==> config.mk <==
export PLATFORM = sky130hd
export DESIGN_NAME = ext_bus_if
export DESIGN_NICKNAME = d
export VERILOG_FILES = /design/src/verilog/ext_bus_pkg.sv /design/src/verilog/ext_bus_if.sv
export SDC_FILE = /design/constraint.sdc
export NUM_CORES = 1
export LEC_CHECK = 0
export ABC_AREA = 1
export BUFFER_PORTS_ARGS = -buffer_cell sky130_fd_sc_hd__buf_2
export CORE_MARGIN = 2
export CORE_UTILIZATION = 45
export DETAILED_ROUTE_END_ITERATION = 6
export GPL_TIMING_DRIVEN = 0
export PLACE_DENSITY = 0.78
export SYNTH_ARGS = -nofsm -noshare
export SYNTH_HDL_FRONTEND = slang
export SYNTH_SLANG_ARGS = --single-unit
==> constraint.sdc <==
create_clock -name ref_clk -period 2.05 [get_ports ref_clk]
set_input_delay 0.205 -clock ref_clk [delete_from_list [all_inputs] [get_ports ref_clk]]
set_output_delay 0.205 -clock ref_clk [all_outputs]
set_load 0.02 [all_outputs]
==> src/verilog/ext_bus_pkg.sv <==
// constants and types for the external memory bus interface
package ext_bus_pkg;
  // machine cycle is six states, two phases each
  localparam int unsigned STATES_PER_CYCLE = 6;
  localparam int unsigned STATE_W = 3;
  localparam logic [2:0] STATE_LAST = 3'h5;
  localparam logic [15:0] INTERNAL_TOP = 16'h1FFF;
  localparam logic [7:0] PORT_ZERO_RESET = 8'hFF;
  localparam logic [7:0] PORT_TWO_RESET = 8'h00;
  localparam int unsigned CLK_PERIOD_NS = 40;

  // access kinds requested by the core
  typedef enum logic [1:0] {
    acc_fetch = 2'h0,
    acc_rd = 2'h1,
    acc_wr = 2'h3
  } access_e;

  // bus sequence, gray coded along the usual path from idle up to hold
  typedef enum logic [2:0] {
    st_idle = 3'h0,
    st_addr = 3'h1,
    st_latch = 3'h3,
    st_strobe = 3'h2,
    st_hold = 3'h6
  } bus_state_e;
endpackage : ext_bus_pkg

==> src/verilog/ext_bus_if.sv <==
// external program and data memory bus interface of the core
`timescale 1ns/1ps
////////////////////////////////////////////////////////////////////////////
// Notes on behaviour
// program fetches always drive sixteen-bit address
// pointer access sixteen bits, indirect eight bits
// upper address byte held on port two
// port two ones driven strongly when addressing
// port two latch untouched, restored after cycle
// eight-bit access keeps port two latch value
// port zero multiplexes address, data, driven both
// low address valid at latch pulse fall
// write data surrounds write strobe active time
// read data sampled just before strobe release
// any external access loads ones into port zero
// port zero writes blocked during external access
// external fetch on select or above limit
// port two dedicated output during external execution
// program strobe reads every external fetch
// data strobes handle external data moves
// bus switches port drivers off latches
// latch pulse twice per cycle without data; the code pulses it once per access, from st_addr only
////////////////////////////////////////////////////////////////////////////
module ext_bus_if (
  input wire logic ref_clk,
  input wire logic reset,
  input wire logic external_access_select,
  input wire logic [15:0] program_counter,
  input wire logic req_valid,
  output logic req_ready,
  input wire ext_bus_pkg::access_e req_kind,
  input wire logic req_use_pointer,
  input wire logic [15:0] req_addr,
  input wire logic [7:0] req_wdata,
  output logic rsp_valid,
  output logic [7:0] rsp_data,
  output logic fetch_external,
  input wire logic port_zero_wr,
  input wire logic [7:0] port_zero_wdata,
  input wire logic port_two_wr,
  input wire logic [7:0] port_two_wdata,
  output logic [7:0] port_zero_latch,
  output logic [7:0] port_two_latch,
  input wire logic [7:0] port_zero_in,
  output logic [7:0] port_zero_out,
  output logic [7:0] port_zero_oe_n,
  output logic [7:0] port_two_out,
  output logic [7:0] port_two_strong_n,
  output logic address_latch_pulse,
  output logic program_read_strobe_n,
  output logic data_read_strobe_n,
  output logic data_write_strobe_n
);
  ext_bus_pkg::bus_state_e state_q;
  logic [2:0] phase_q;
  logic [15:0] addr_q;
  logic [7:0] wdata_q;
  logic wide_q;
  ext_bus_pkg::access_e kind_q;
  logic bus_active;

  ////////////////////////////////////////////////////////////////////////////
  assign fetch_external = external_access_select ||
    (program_counter > ext_bus_pkg::INTERNAL_TOP);
  assign req_ready = (state_q == ext_bus_pkg::st_idle);
  assign bus_active = (state_q != ext_bus_pkg::st_idle);

  // state sequence: one ref_clk per bus state, except strobe, which lasts six for data accesses
  always_ff @(posedge ref_clk) begin
    if (reset) begin
      state_q <= ext_bus_pkg::st_idle;
      phase_q <= 3'h0;
    end else begin
      case (state_q)
        ext_bus_pkg::st_idle: begin
          phase_q <= 3'h0;
          if (req_valid) begin
            state_q <= ext_bus_pkg::st_addr;
          end
        end
        ext_bus_pkg::st_addr: begin
          state_q <= ext_bus_pkg::st_latch;
        end
        ext_bus_pkg::st_latch: begin
          state_q <= ext_bus_pkg::st_strobe;
          phase_q <= 3'h0;
        end
        ext_bus_pkg::st_strobe: begin
          // data strobes stretch over the full cycle, fetch is short
          phase_q <= phase_q + 3'h1;
          if (kind_q == ext_bus_pkg::acc_fetch ||
              phase_q == ext_bus_pkg::STATE_LAST) begin
            state_q <= ext_bus_pkg::st_hold;
          end
        end
        ext_bus_pkg::st_hold: begin
          state_q <= ext_bus_pkg::st_idle;
        end
        default: begin
          state_q <= ext_bus_pkg::st_idle;
        end
      endcase
    end
  end

  // capture the request
  always_ff @(posedge ref_clk) begin
    if (reset) begin
      addr_q <= 16'h0000;
      wdata_q <= 8'h00;
      wide_q <= 1'b0;
      kind_q <= ext_bus_pkg::acc_fetch;
    end else if (req_valid && req_ready) begin
      addr_q <= req_addr;
      wdata_q <= req_wdata;
      kind_q <= req_kind;
      wide_q <= (req_kind == ext_bus_pkg::acc_fetch) ||
        req_use_pointer;
    end
  end

  ////////////////////////////////////////////////////////////////////////////
  // port latches; core writes to port zero ignored while the bus is busy
  always_ff @(posedge ref_clk) begin
    if (reset) begin
      port_zero_latch <= ext_bus_pkg::PORT_ZERO_RESET;
    end else if (bus_active) begin
      port_zero_latch <= ext_bus_pkg::PORT_ZERO_RESET;
    end else if (port_zero_wr) begin
      port_zero_latch <= port_zero_wdata;
    end
  end

  always_ff @(posedge ref_clk) begin
    if (reset) begin
      port_two_latch <= ext_bus_pkg::PORT_TWO_RESET;
    end else if (port_two_wr) begin
      port_two_latch <= port_two_wdata;
    end
  end

  // read data captured while its strobe is still low at the pin
  always_ff @(posedge ref_clk) begin
    if (reset) begin
      rsp_valid <= 1'b0;
      rsp_data <= 8'h00;
    end else begin
      rsp_valid <= 1'b0;
      // fetch strobe is low for one step only, so sample in hold
      if ((state_q == ext_bus_pkg::st_hold &&
           kind_q == ext_bus_pkg::acc_fetch) ||
          (state_q == ext_bus_pkg::st_strobe &&
           kind_q == ext_bus_pkg::acc_rd &&
           phase_q == ext_bus_pkg::STATE_LAST)) begin
        rsp_valid <= 1'b1;
        rsp_data <= port_zero_in;
      end
    end
  end

  ////////////////////////////////////////////////////////////////////////////
  // pin drivers, registered
  always_ff @(posedge ref_clk) begin
    if (reset) begin
      port_zero_out <= ext_bus_pkg::PORT_ZERO_RESET;
      port_zero_oe_n <= 8'hFF;
      port_two_out <= ext_bus_pkg::PORT_TWO_RESET;
      port_two_strong_n <= 8'hFF;
      address_latch_pulse <= 1'b0;
      program_read_strobe_n <= 1'b1;
      data_read_strobe_n <= 1'b1;
      data_write_strobe_n <= 1'b1;
    end else begin
      // port zero: open drain from latch when idle
      port_zero_out <= 8'h00;
      port_zero_oe_n <= port_zero_latch;
      port_two_out <= port_two_latch;
      port_two_strong_n <= 8'hFF;
      address_latch_pulse <= 1'b0;
      program_read_strobe_n <= 1'b1;
      data_read_strobe_n <= 1'b1;
      data_write_strobe_n <= 1'b1;
      if (bus_active) begin
        if (wide_q) begin
          port_two_out <= addr_q[15:8];
          port_two_strong_n <= ~addr_q[15:8];
        end
        case (state_q)
          ext_bus_pkg::st_addr: begin
            port_zero_out <= addr_q[7:0];
            port_zero_oe_n <= 8'h00;
            address_latch_pulse <= 1'b1;
          end
          ext_bus_pkg::st_latch: begin
            // pulse falls with address still held
            port_zero_out <= addr_q[7:0];
            port_zero_oe_n <= 8'h00;
          end
          ext_bus_pkg::st_strobe: begin
            if (kind_q == ext_bus_pkg::acc_wr) begin
              port_zero_out <= wdata_q;
              port_zero_oe_n <= 8'h00;
              // strobe waits one step so the data byte leads it
              data_write_strobe_n <= (phase_q == 3'h0) ||
                (phase_q == ext_bus_pkg::STATE_LAST);
            end else if (kind_q == ext_bus_pkg::acc_rd) begin
              data_read_strobe_n <=
                (phase_q == ext_bus_pkg::STATE_LAST);
            end else begin
              program_read_strobe_n <= 1'b0;
            end
          end
          ext_bus_pkg::st_hold: begin
            if (kind_q == ext_bus_pkg::acc_wr) begin
              port_zero_out <= wdata_q;
              port_zero_oe_n <= 8'h00;
            end
          end
          default: begin
          end
        endcase
      end
    end
  end
endmodule : ext_bus_if

==> run summary, run 1 <==
achievable clock frequency = 0.647 GHz
# diodes = 0
CP max stage delay = 0.49 ns
placed cell count = 624
Setup WS pre-CTS = 0.612 ns
Min-Delay Path Depth = 3
Slew HR = 63.4%
Setup CP Type = reg -> out
Hold WC Path Type = in -> reg
commonest non-fill, non-tap cell in the layout = buf_2
buffer count from post-CTS setup fixing = 0
Final setup violation count = 0
worst slew pin tran = 0.547 ns
Net Count, Synth = 481
Pre-antenna DRT Iters = 5
XOR/XNOR share of the synthesized area = 0%
Slowest-stage cell, CP = dfxtp_1
Die H = 90.6 microns
cell count after synthesis = 405
Worst Clk Skew = 0.0112 ns
placed cell areas = 0.00410 sq mm
RePlAce Congestion = 0.846
Worst Path Required = 1.85 ns
period utilization = 75.4%
Core ar. = 0.00725 sq mm
Pleak = 2.07 nW
Die Wd = 90.6 microns
flop2flop setup slack = 0.59 ns
WL/cell = 12.8 microns
maximum clock path buffer count = 2
Post-Synth Adder-Cell Area = 1.11%
Reg2Reg Depth = 4
number of port buffers = 120
clock power share = 32.6%
# IOs = 136
Tmin final = 1.55 ns
RR Startpoint = state_q[2]
Psw = 1.09 mW
outcome = complete, no violations
Initial DRC Count = 136
worst path cell trace = inv_2, nand3_4, inv_1, buf_2
die area = 0.00822 sq mm
Syn-to-layout area delta = 27.4%
worst-path maximum fanout = 7
Post-Synth Simple-Gate Area = 24.7%
DRC Markers = 0
number of global-route vias before repair = 3071
Synth top area share = 55.7%
Sw Share = 28.5%
DRT Wirelength = 8.22 mm
Seq pwr share = 52.9%
fin cells = 640
first-pass GRT wire length = 13.7 mm
YS warnings = 0
Synth Area in Compound Gates = 11.5%
via count = 3143
CTS clock-pin slew for the worst setup and hold paths = 0.10 ns
worst setup margin = 0.504 ns
Root Driver = clkbuf_8
fraction of layout instances using a drive strength above 1 = 29.6%
Std-Cell Rows = 31
number of max-cap violations = 0
Distinct cells, synth = 24
vias per inst = 4.91
worst skew pair latency = 0.36 ns
most frequent cells in the layout = buf_2, dfxtp_1, nor2_1
CTS tree = done
Initial Util = 46.6%
flops & latches, synth = 94
initial antenna violation count = 0
Finished Cell Area = 0.00431 sq mm
largest net degree at the start of global routing = 18
largest family of logic cells by synthesized area = simple AND/OR/NAND/NOR gates
Hold Vio Cnt, Final = 0
Critical Path AT = 1.34 ns
cts hold-fix bufs = 0
detailed placer's ending HPWL = 5.93 mm
largest area contributor in the netlist = dfxtp_1
GRT overflow = 0
crit-path leading delay family = flip-flops
sequential-to-total area share from yosys stat = 55.7%
Slew Limit Fails = 0
Power Internal = 2.72 mW
CTS Sinks = 94
mapped cell area = 0.00338 sq mm
Fill cells = 676
Mean Syn Cell Area = 8.34 sq um
Crit. End Element = output pin
worst path bufs/invs = 3
Setup crit start kind = flop
synth top area cells = dfxtp_1, nor2_1, nand2_1
worst hold endpoint = port_two_latch[7]
unrepaired setup endpoints after global routing = false
Tot GR Track Use = 20.6%
Setup Total Neg Slack = 0 ns
hold path startpoint = port_two_wdata[7]
FF-to-FF End = port_zero_latch[6]
Max VDD drop = 411 uV
nets@finish = 612
power share of the combinational group = 14.5%
H-tree depth = 3
DRT antenna net count = 0
number of CTS-inserted buffers = 9
PostCTS Resize Cnt = 0
Power Dens Cells = 885 mW/mm^2
post-synthesis mux area share = 0%
## layout make-up
type                       instances  area (sq um)  share of cell area (%)
buffer                            20           116                    2.70
multi-input combinational        260          1260                    29.3
sequential                        94          1880                    43.7
tap                               99           124                    2.88
clock inverter                     7          78.8                    1.83
timing repair buffer             120           601                    13.9
inverter                          31           119                    2.76
clock buffer                       9           124                    2.88
## cell usage after synthesis (all sizes together)
library cell	n
clkbuf	8
nand3	36
nand4	11
inv	31
ha	3
buf	12
nand2	51
o211ai	9
a21oi	27
nor2	84
nor3	3
o21bai	1
dfxtp	94
o21ai	35
## sequential cells by signal, indices dropped and copies added, names as in the netlist
name and flops:
port_zero_oe_n 8, port_two_out 8, port_two_latch 8, wide_q 1, rsp_data 8, port_zero_out 8, address_latch_pulse 1, port_two_strong_n 8
addr_q 16, data_read_strobe_n 1, port_zero_latch 8, kind_q 2, data_write_strobe_n 1, state_q 3, rsp_valid 1, phase_q 3
program_read_strobe_n 1, wdata_q 8
## cells by family after synthesis
family	Yosys count
AOI/OAI and AO/OA	72
adders and majority gates	3
buffers and inverters	51
DFF	94
and+or+nand+nor	185
## stage by stage
stage	hold slack [ns]	total power, mW	util (%)
5_1_grt	0.0415	3.99	59.4
6_report	0.0630	3.81	59.4
2_1_floorplan	0.337	2.40	-
4_1_cts	0.0559	3.84	59.4
3_5_place_dp	0.397	2.61	56.6
3_3_place_gp	0.397	2.60	56.6
## power by group through the flow
| stage | Clock [mW] | Combinational [mW] | Sequential, mW |
|---|---|---|---|
| floorplan | 0 | 0.273 | 2.13 |
| detailed placement | 0 | 0.552 | 2.06 |
| CTS | 1.27 | 0.555 | 2.01 |
| global placement | 0 | 0.542 | 2.05 |
| global route | 1.35 | 0.613 | 2.03 |
| finish | 1.24 | 0.553 | 2.02 |
## worst reg2reg max path: stages (launching register included)
cell and delay [ns]:
dfxtp_1 0.40, inv_2 0.13, nand3_4 0.15, nor2_1 0.46, o211ai_1 0.17
## metal layers
metal | track usage [%] | part of all wire [%] | vias up
met4 | 7.05 | 1.6 | 0
met5 | 0 | 0 | -
li1 | - | - | 1585
met2 | 33.7 | 47 | 134
met1 | 25.7 | 43 | 1411
met3 | 6.34 | 8.1 | 13
## how the worst max path moves through the flow
stage | start | endpoint | slack, ns | cells past startpoint
after global placement | state_q[2] | port_zero_latch[7] | 0.63 | 4
after CTS | state_q[2] | req_ready | 0.49 | 4
after detailed placement | state_q[1] | rsp_data[2] | 0.61 | 6
after floorplan | phase_q[1] | rsp_data[0] | 0.82 | 8
after global routing | state_q[2] | req_ready | 0.42 | 4
final | state_q[2] | req_ready | 0.50 | 4
Note: power is estimated with default switching activity, not from simulation.
==> inputs of run 2 (changes only) <==
CORE_UTILIZATION = 43   (was 45)
clock period = 1.25 ns   (was 2.05 ns; I/O delays follow)
==> run 2 against run 1 <==
- the flow now finishes with violations (hold timing, setup timing)
- design area is 14% higher
- sequential share of layout area is 5.0 points lower
- cell count is 6.9% higher
- largest cell class unchanged
- utilization is 4.4 points higher
- routed wire length is 11% higher
- clock skew is 0.0022 ns higher
==> run summary, run 2 (synthesis gave the netlist of run 1 again) <==
via count = 3364
hold path startpoint = req_wdata[1]
Worst Path Required = 1.12 ns
number of global-route vias before repair = 3224
Setup crit start kind = flop
Setup CP Type = reg -> out
# diodes = 0
RePlAce Congestion = 0.887
failing checks = hold timing, setup timing
Worst Clk Skew = 0.0133 ns
fraction of layout instances using a drive strength above 1 = 39.7%
Top reg by flops = addr_q
DRT antenna net count = 0
CTS tree = done
placed cell count = 627
commonest non-fill, non-tap cell in the layout = buf_2
Finished Cell Area = 0.00490 sq mm
Core ar. = 0.00769 sq mm
max FFs per register = 16
Die Wd = 92.6 microns
period utilization = 102%
Syn-to-layout area delta = 45.0%
Slew Limit Fails = 0
Initial Util = 43.9%
worst skew pair latency = 0.36 ns
flop2flop setup slack = -0.02 ns
Root Driver = clkbuf_8
Pleak = 2.30 nW
worst path bufs/invs = 3
placed cell areas = 0.00411 sq mm
worst setup margin = -0.0233 ns
number of CTS-inserted buffers = 9
largest net degree at the start of global routing = 17
nets@finish = 653
worst-path maximum fanout = 6
Pwr Total = 6.34 mW
maximum clock path buffer count = 2
worst hold endpoint = wdata_q[1]
die area = 0.00858 sq mm
WL/cell = 13.3 microns
Max VDD drop = 701 uV
Slew HR = 64.1%
H-tree depth = 3
fin cells = 684
Crit. End Element = output pin
vias per inst = 4.92
unrepaired setup endpoints after global routing = true
Hold Vio Cnt, Final = 2
WHS = -0.00270 ns
Hold WC Path Type = in -> reg
DRC Markers = 0
CTS clock-pin slew for the worst setup and hold paths = 0.09 ns
number of port buffers = 120
Initial DRC Count = 158
GRT overflow = 0
CP max stage delay = 0.38 ns
Power Dens Cells = 1290 mW/mm^2
Std-Cell Rows = 32
RR Startpoint = phase_q[1]
initial antenna violation count = 0
Reg2Reg Depth = 8
FF-to-FF End = rsp_data[0]
number of max-cap violations = 0
Critical Path AT = 1.15 ns
CTS Sinks = 94
DRT Wirelength = 9.09 mm
achievable clock frequency = 0.785 GHz
# IOs = 136
Die H = 92.6 microns
worst path cell trace = inv_4, nand3_4, inv_2, buf_6
crit-path leading delay family = flip-flops
Final setup violation count = 4
Pre-antenna DRT Iters = 5
Slowest-stage cell, CP = dfxtp_4
Tot GR Track Use = 20.4%
Tmin final = 1.27 ns
Min-Delay Path Depth = 3
detailed placer's ending HPWL = 5.99 mm
outcome = finished with violations
most frequent cells in the layout = buf_2, dfxtp_1, nor2_1
first-pass GRT wire length = 14.2 mm
worst slew pin tran = 0.539 ns
[run 2: cell types whose count changed in the layout (fill, tap and decap cells not counted), moves of 10 or more]
cell,delta
a21oi_1,-10
buf_4,+15
dlygate4sd3_1,+18
nor2_1,-19
nor2_2,+16
[run 2: worst max-delay path by stage]
stage                               endpoint  slack, ns  cells after the start        from
after floorplan                  rsp_data[0]       0.02                      8  phase_q[1]
after global placement    port_zero_latch[7]      -0.16                      4  state_q[2]
after global routing             rsp_data[3]      -0.09                      8  state_q[0]
final                              req_ready      -0.02                      4  state_q[1]
after detailed placement         rsp_data[4]      -0.21                      6  state_q[1]
after CTS                          req_ready      -0.02                      4  state_q[1]
[run 2: through the flow]
step	TNS [ns]	worst slack (ns)	utilization, %
floorplan	0	0.0213	-
global placement	-4.33	-0.156	53.4
detailed placement	-5.82	-0.209	53.4
CTS	-0.213	-0.0246	60.0
global route	-2.06	-0.0905	63.7
finish	-0.0564	-0.0233	63.7
[run 2: what timing repair did]
action / CTS / global route
cloned: 0 / 1
resized for setup: 36 / 46
hold buffers: 15 / 3
pin swaps: 5 / 15
setup buffers: 11 / 11
endpoints found under the hold margin: 15 / 3
endpoints found under the setup margin: 64 / 61
[run 2: cell type report]
class,instances,area [sq um]
well taps,102,128
flip-flops and latches,94,1900
repair buffers,161,996
inverters,31,129
fillers,662,2790
plain buffers,20,153
clock buffers,11,141
clock inverters,5,41.3
multi-input cells,260,1410
[run 2: routing by layer]
layer / global-route usage (%) / vias to the layer above / share of wire, %
met3: 4.48 / 9 / 5.8
li1: - / 1664 / -
met1: 25.1 / 1572 / 42
met5: 0 / - / 0
met2: 35.2 / 119 / 51
met4: 7.60 / 0 / 0.82
[run 2: worst reg2reg max path, stage by stage (launching register included)]
cell     delay (ns)
dfxtp_2        0.33
inv_2          0.07
ha_4           0.13
nand2_2        0.06
nor2_2         0.12
nand2_2        0.08
buf_6          0.16
a21oi_2        0.16
nor2_1         0.07
[run 2: power by group]
| group | switching, mW | internal (mW) | total, mW |
|---|---|---|---|
| logic | 0.667 | 0.481 | 1.15 |
| clock network | 1.08 | 0.797 | 1.88 |
| registers | 0.107 | 3.21 | 3.31 |
==> inputs of run 3 (changes only) <==
CELL_PAD_IN_SITES_DETAIL_PLACEMENT = 1   (was not set)
CELL_PAD_IN_SITES_GLOBAL_PLACEMENT = 2   (was not set)
CORE_UTILIZATION = 24   (was 43)
==> run 3 against run 2 <==
- the run ends with setup timing left
- die area is 75% higher
- routed wire length is 20% higher
- first-iteration DRC count is 25% lower
- register-to-register slack hardly changed
- combinational power is 3% lower
- largest power group unchanged
- sequential cell count stayed put
- sequential share of layout area is 0.96 points lower
- count of clock-buffer cells in the layout stayed put
- clock skew is 0.0074 ns lower
- critical endpoint unchanged
==> run summary, run 3 (synthesis gave the netlist of run 1 again) <==
flop2flop setup slack = -0.02 ns
largest net degree at the start of global routing = 16
initial antenna violation count = 0
Power Dens Cells = 1400 mW/mm^2
Crit. End Element = output pin
Syn-to-layout area delta = 48.4%
maximum clock path buffer count = 2
vias per inst = 4.43
Initial DRC Count = 119
via count = 3337
Max VDD drop = 568 uV
Final setup violation count = 17
Finished Cell Area = 0.00501 sq mm
RR Startpoint = state_q[2]
FF-to-FF End = wdata_q[3]
CTS tree = done
max FFs per register = 16
Slew Limit Fails = 0
placed cell areas = 0.00420 sq mm
Reg2Reg Depth = 7
nets@finish = 645
WHS = 0.0102 ns
Root Driver = clkbuf_16
worst setup margin = -0.0290 ns
Die H = 123 microns
detailed placer's ending HPWL = 7.74 mm
CTS Sinks = 94
worst path bufs/invs = 3
H-tree depth = 3
GR Util met2 = 25.2%
Critical Path AT = 1.15 ns
CP max stage delay = 0.36 ns
CTS clock-pin slew for the worst setup and hold paths = 0.06 ns
worst skew pair latency = 0.34 ns
Pre-antenna DRT Iters = 4
first-pass GRT wire length = 16.9 mm
unrepaired setup endpoints after global routing = true
Setup CP Type = reg -> out
number of port buffers = 120
Hold Vio Cnt, Final = 0
GRT overflow = 0
Hold WC Path Type = in -> reg
Top reg by flops = addr_q
Tmin final = 1.28 ns
Slew HR = 61.3%
crit-path leading delay family = flip-flops
number of max-cap violations = 0
DRC Markers = 0
failing checks = setup timing
Std-Cell Rows = 43
number of CTS-inserted buffers = 9
achievable clock frequency = 0.782 GHz
commonest non-fill, non-tap cell in the layout = buf_2
die area = 0.0150 sq mm
Tot GR Track Use = 14.7%
Initial Util = 24.4%
number of global-route vias before repair = 3355
# diodes = 0
Die Wd = 123 microns
Core ar. = 0.0138 sq mm
Worst Clk Skew = 0.00596 ns
GR peak layer = met2
GR Util met3 = 3.86%
Slowest-stage cell, CP = dfxtp_4
RePlAce Congestion = 0.782
Worst Path Required = 1.12 ns
Pleak = 2.36 nW
most frequent cells in the layout = buf_2, dfxtp_1, nor2_1
worst hold endpoint = rsp_data[0]
Setup crit start kind = flop
outcome = finished with violations
fraction of layout instances using a drive strength above 1 = 39.5%
hold path startpoint = port_zero_in[0]
WL/cell = 14.5 microns
Min-Delay Path Depth = 3
DRT antenna net count = 0
worst-path maximum fanout = 7
period utilization = 102%
DRT Wirelength = 10.9 mm
worst slew pin tran = 0.581 ns
# IOs = 136
worst path cell trace = inv_4, nand3_4, inv_2, buf_6
Global Route met1 Usage = 17.9%
## run 3: cell types whose count changed in the layout (fill, tap and decap cells not counted), moves of 3 or more
cell,delta
clkbuf_16,+8
nand2_2,-5
nand3_2,+6
nand2_1,+3
dlygate4sd3_1,-5
clkbuf_8,-8
nand3_1,-6
## run 3: power by group
part / switching (mW) / total (mW) / internal, mW
clock: 1.16 / 2.61 / 1.45
sequential: 0.106 / 3.32 / 3.21
combinational: 0.679 / 1.11 / 0.432
total: 1.94 / 7.04 / 5.09
## run 3: tightest hold or removal path: stages
cell and delay [ns]:
buf_2 0.08, a21oi_1 0.03, nor2_1 0.08
## run 3: repair_timing
action / 4_1_cts / 5_1_grt
pin swaps: 11 / 16
gates resized for setup: 40 / 35
endpoints found under the setup margin: 68 / 70
hold endpoints to repair: 13 / 0
cloned: 2 / 0
buffers inserted: 13 / 5
hold buffers: 13 / 0
## run 3: per-stage QoR
step | setup WS [ns] | power (mW) | utilization [%] | setup TNS [ns] | std cells
2_1_floorplan | 0.0213 | 3.94 | - | 0 | 405
3_3_place_gp | -0.195 | 4.30 | 30.4 | -8.41 | 705
3_5_place_dp | -0.265 | 4.33 | 30.4 | -10.57 | 705
4_1_cts | -0.0491 | 7.13 | 35.1 | -0.944 | 749
5_1_grt | -0.0980 | 7.40 | 36.3 | -3.04 | 754
6_report | -0.0290 | 7.04 | 36.3 | -0.200 | 754
## run 3: routing by layer
layer | up-vias | routed length, microns | share of wire (%)
li1 | 1654 | - | -
met1 | 1579 | 4860 | 44
met2 | 91 | 5280 | 48
met3 | 13 | 654 | 6.0
met4 | 0 | 149 | 1.4
met5 | - | 0 | 0
## run 3: how the worst max path moves through the flow
stage          startpoint                 to  slack, ns  cells past startpoint
3_5_place_dp   state_q[1]        rsp_data[1]      -0.26                      6
5_1_grt        state_q[0]         addr_q[14]       -0.1                      7
3_3_place_gp   state_q[2]  port_zero_oe_n[6]      -0.20                      5
2_1_floorplan  phase_q[1]        rsp_data[0]       0.02                      8
6_report       state_q[2]          req_ready      -0.03                      4
4_1_cts        state_q[0]         addr_q[14]      -0.05                      7
## run 3: layout make-up
type | count | area [sq um]
buffer | 20 | 140
clock buffer | 11 | 253
clock inverter | 5 | 33.8
fill | 1675 | 8810
inverter | 31 | 129
multi-input combinational | 260 | 1430
sequential | 94 | 1890
tap | 180 | 225
timing repair buffer | 153 | 911
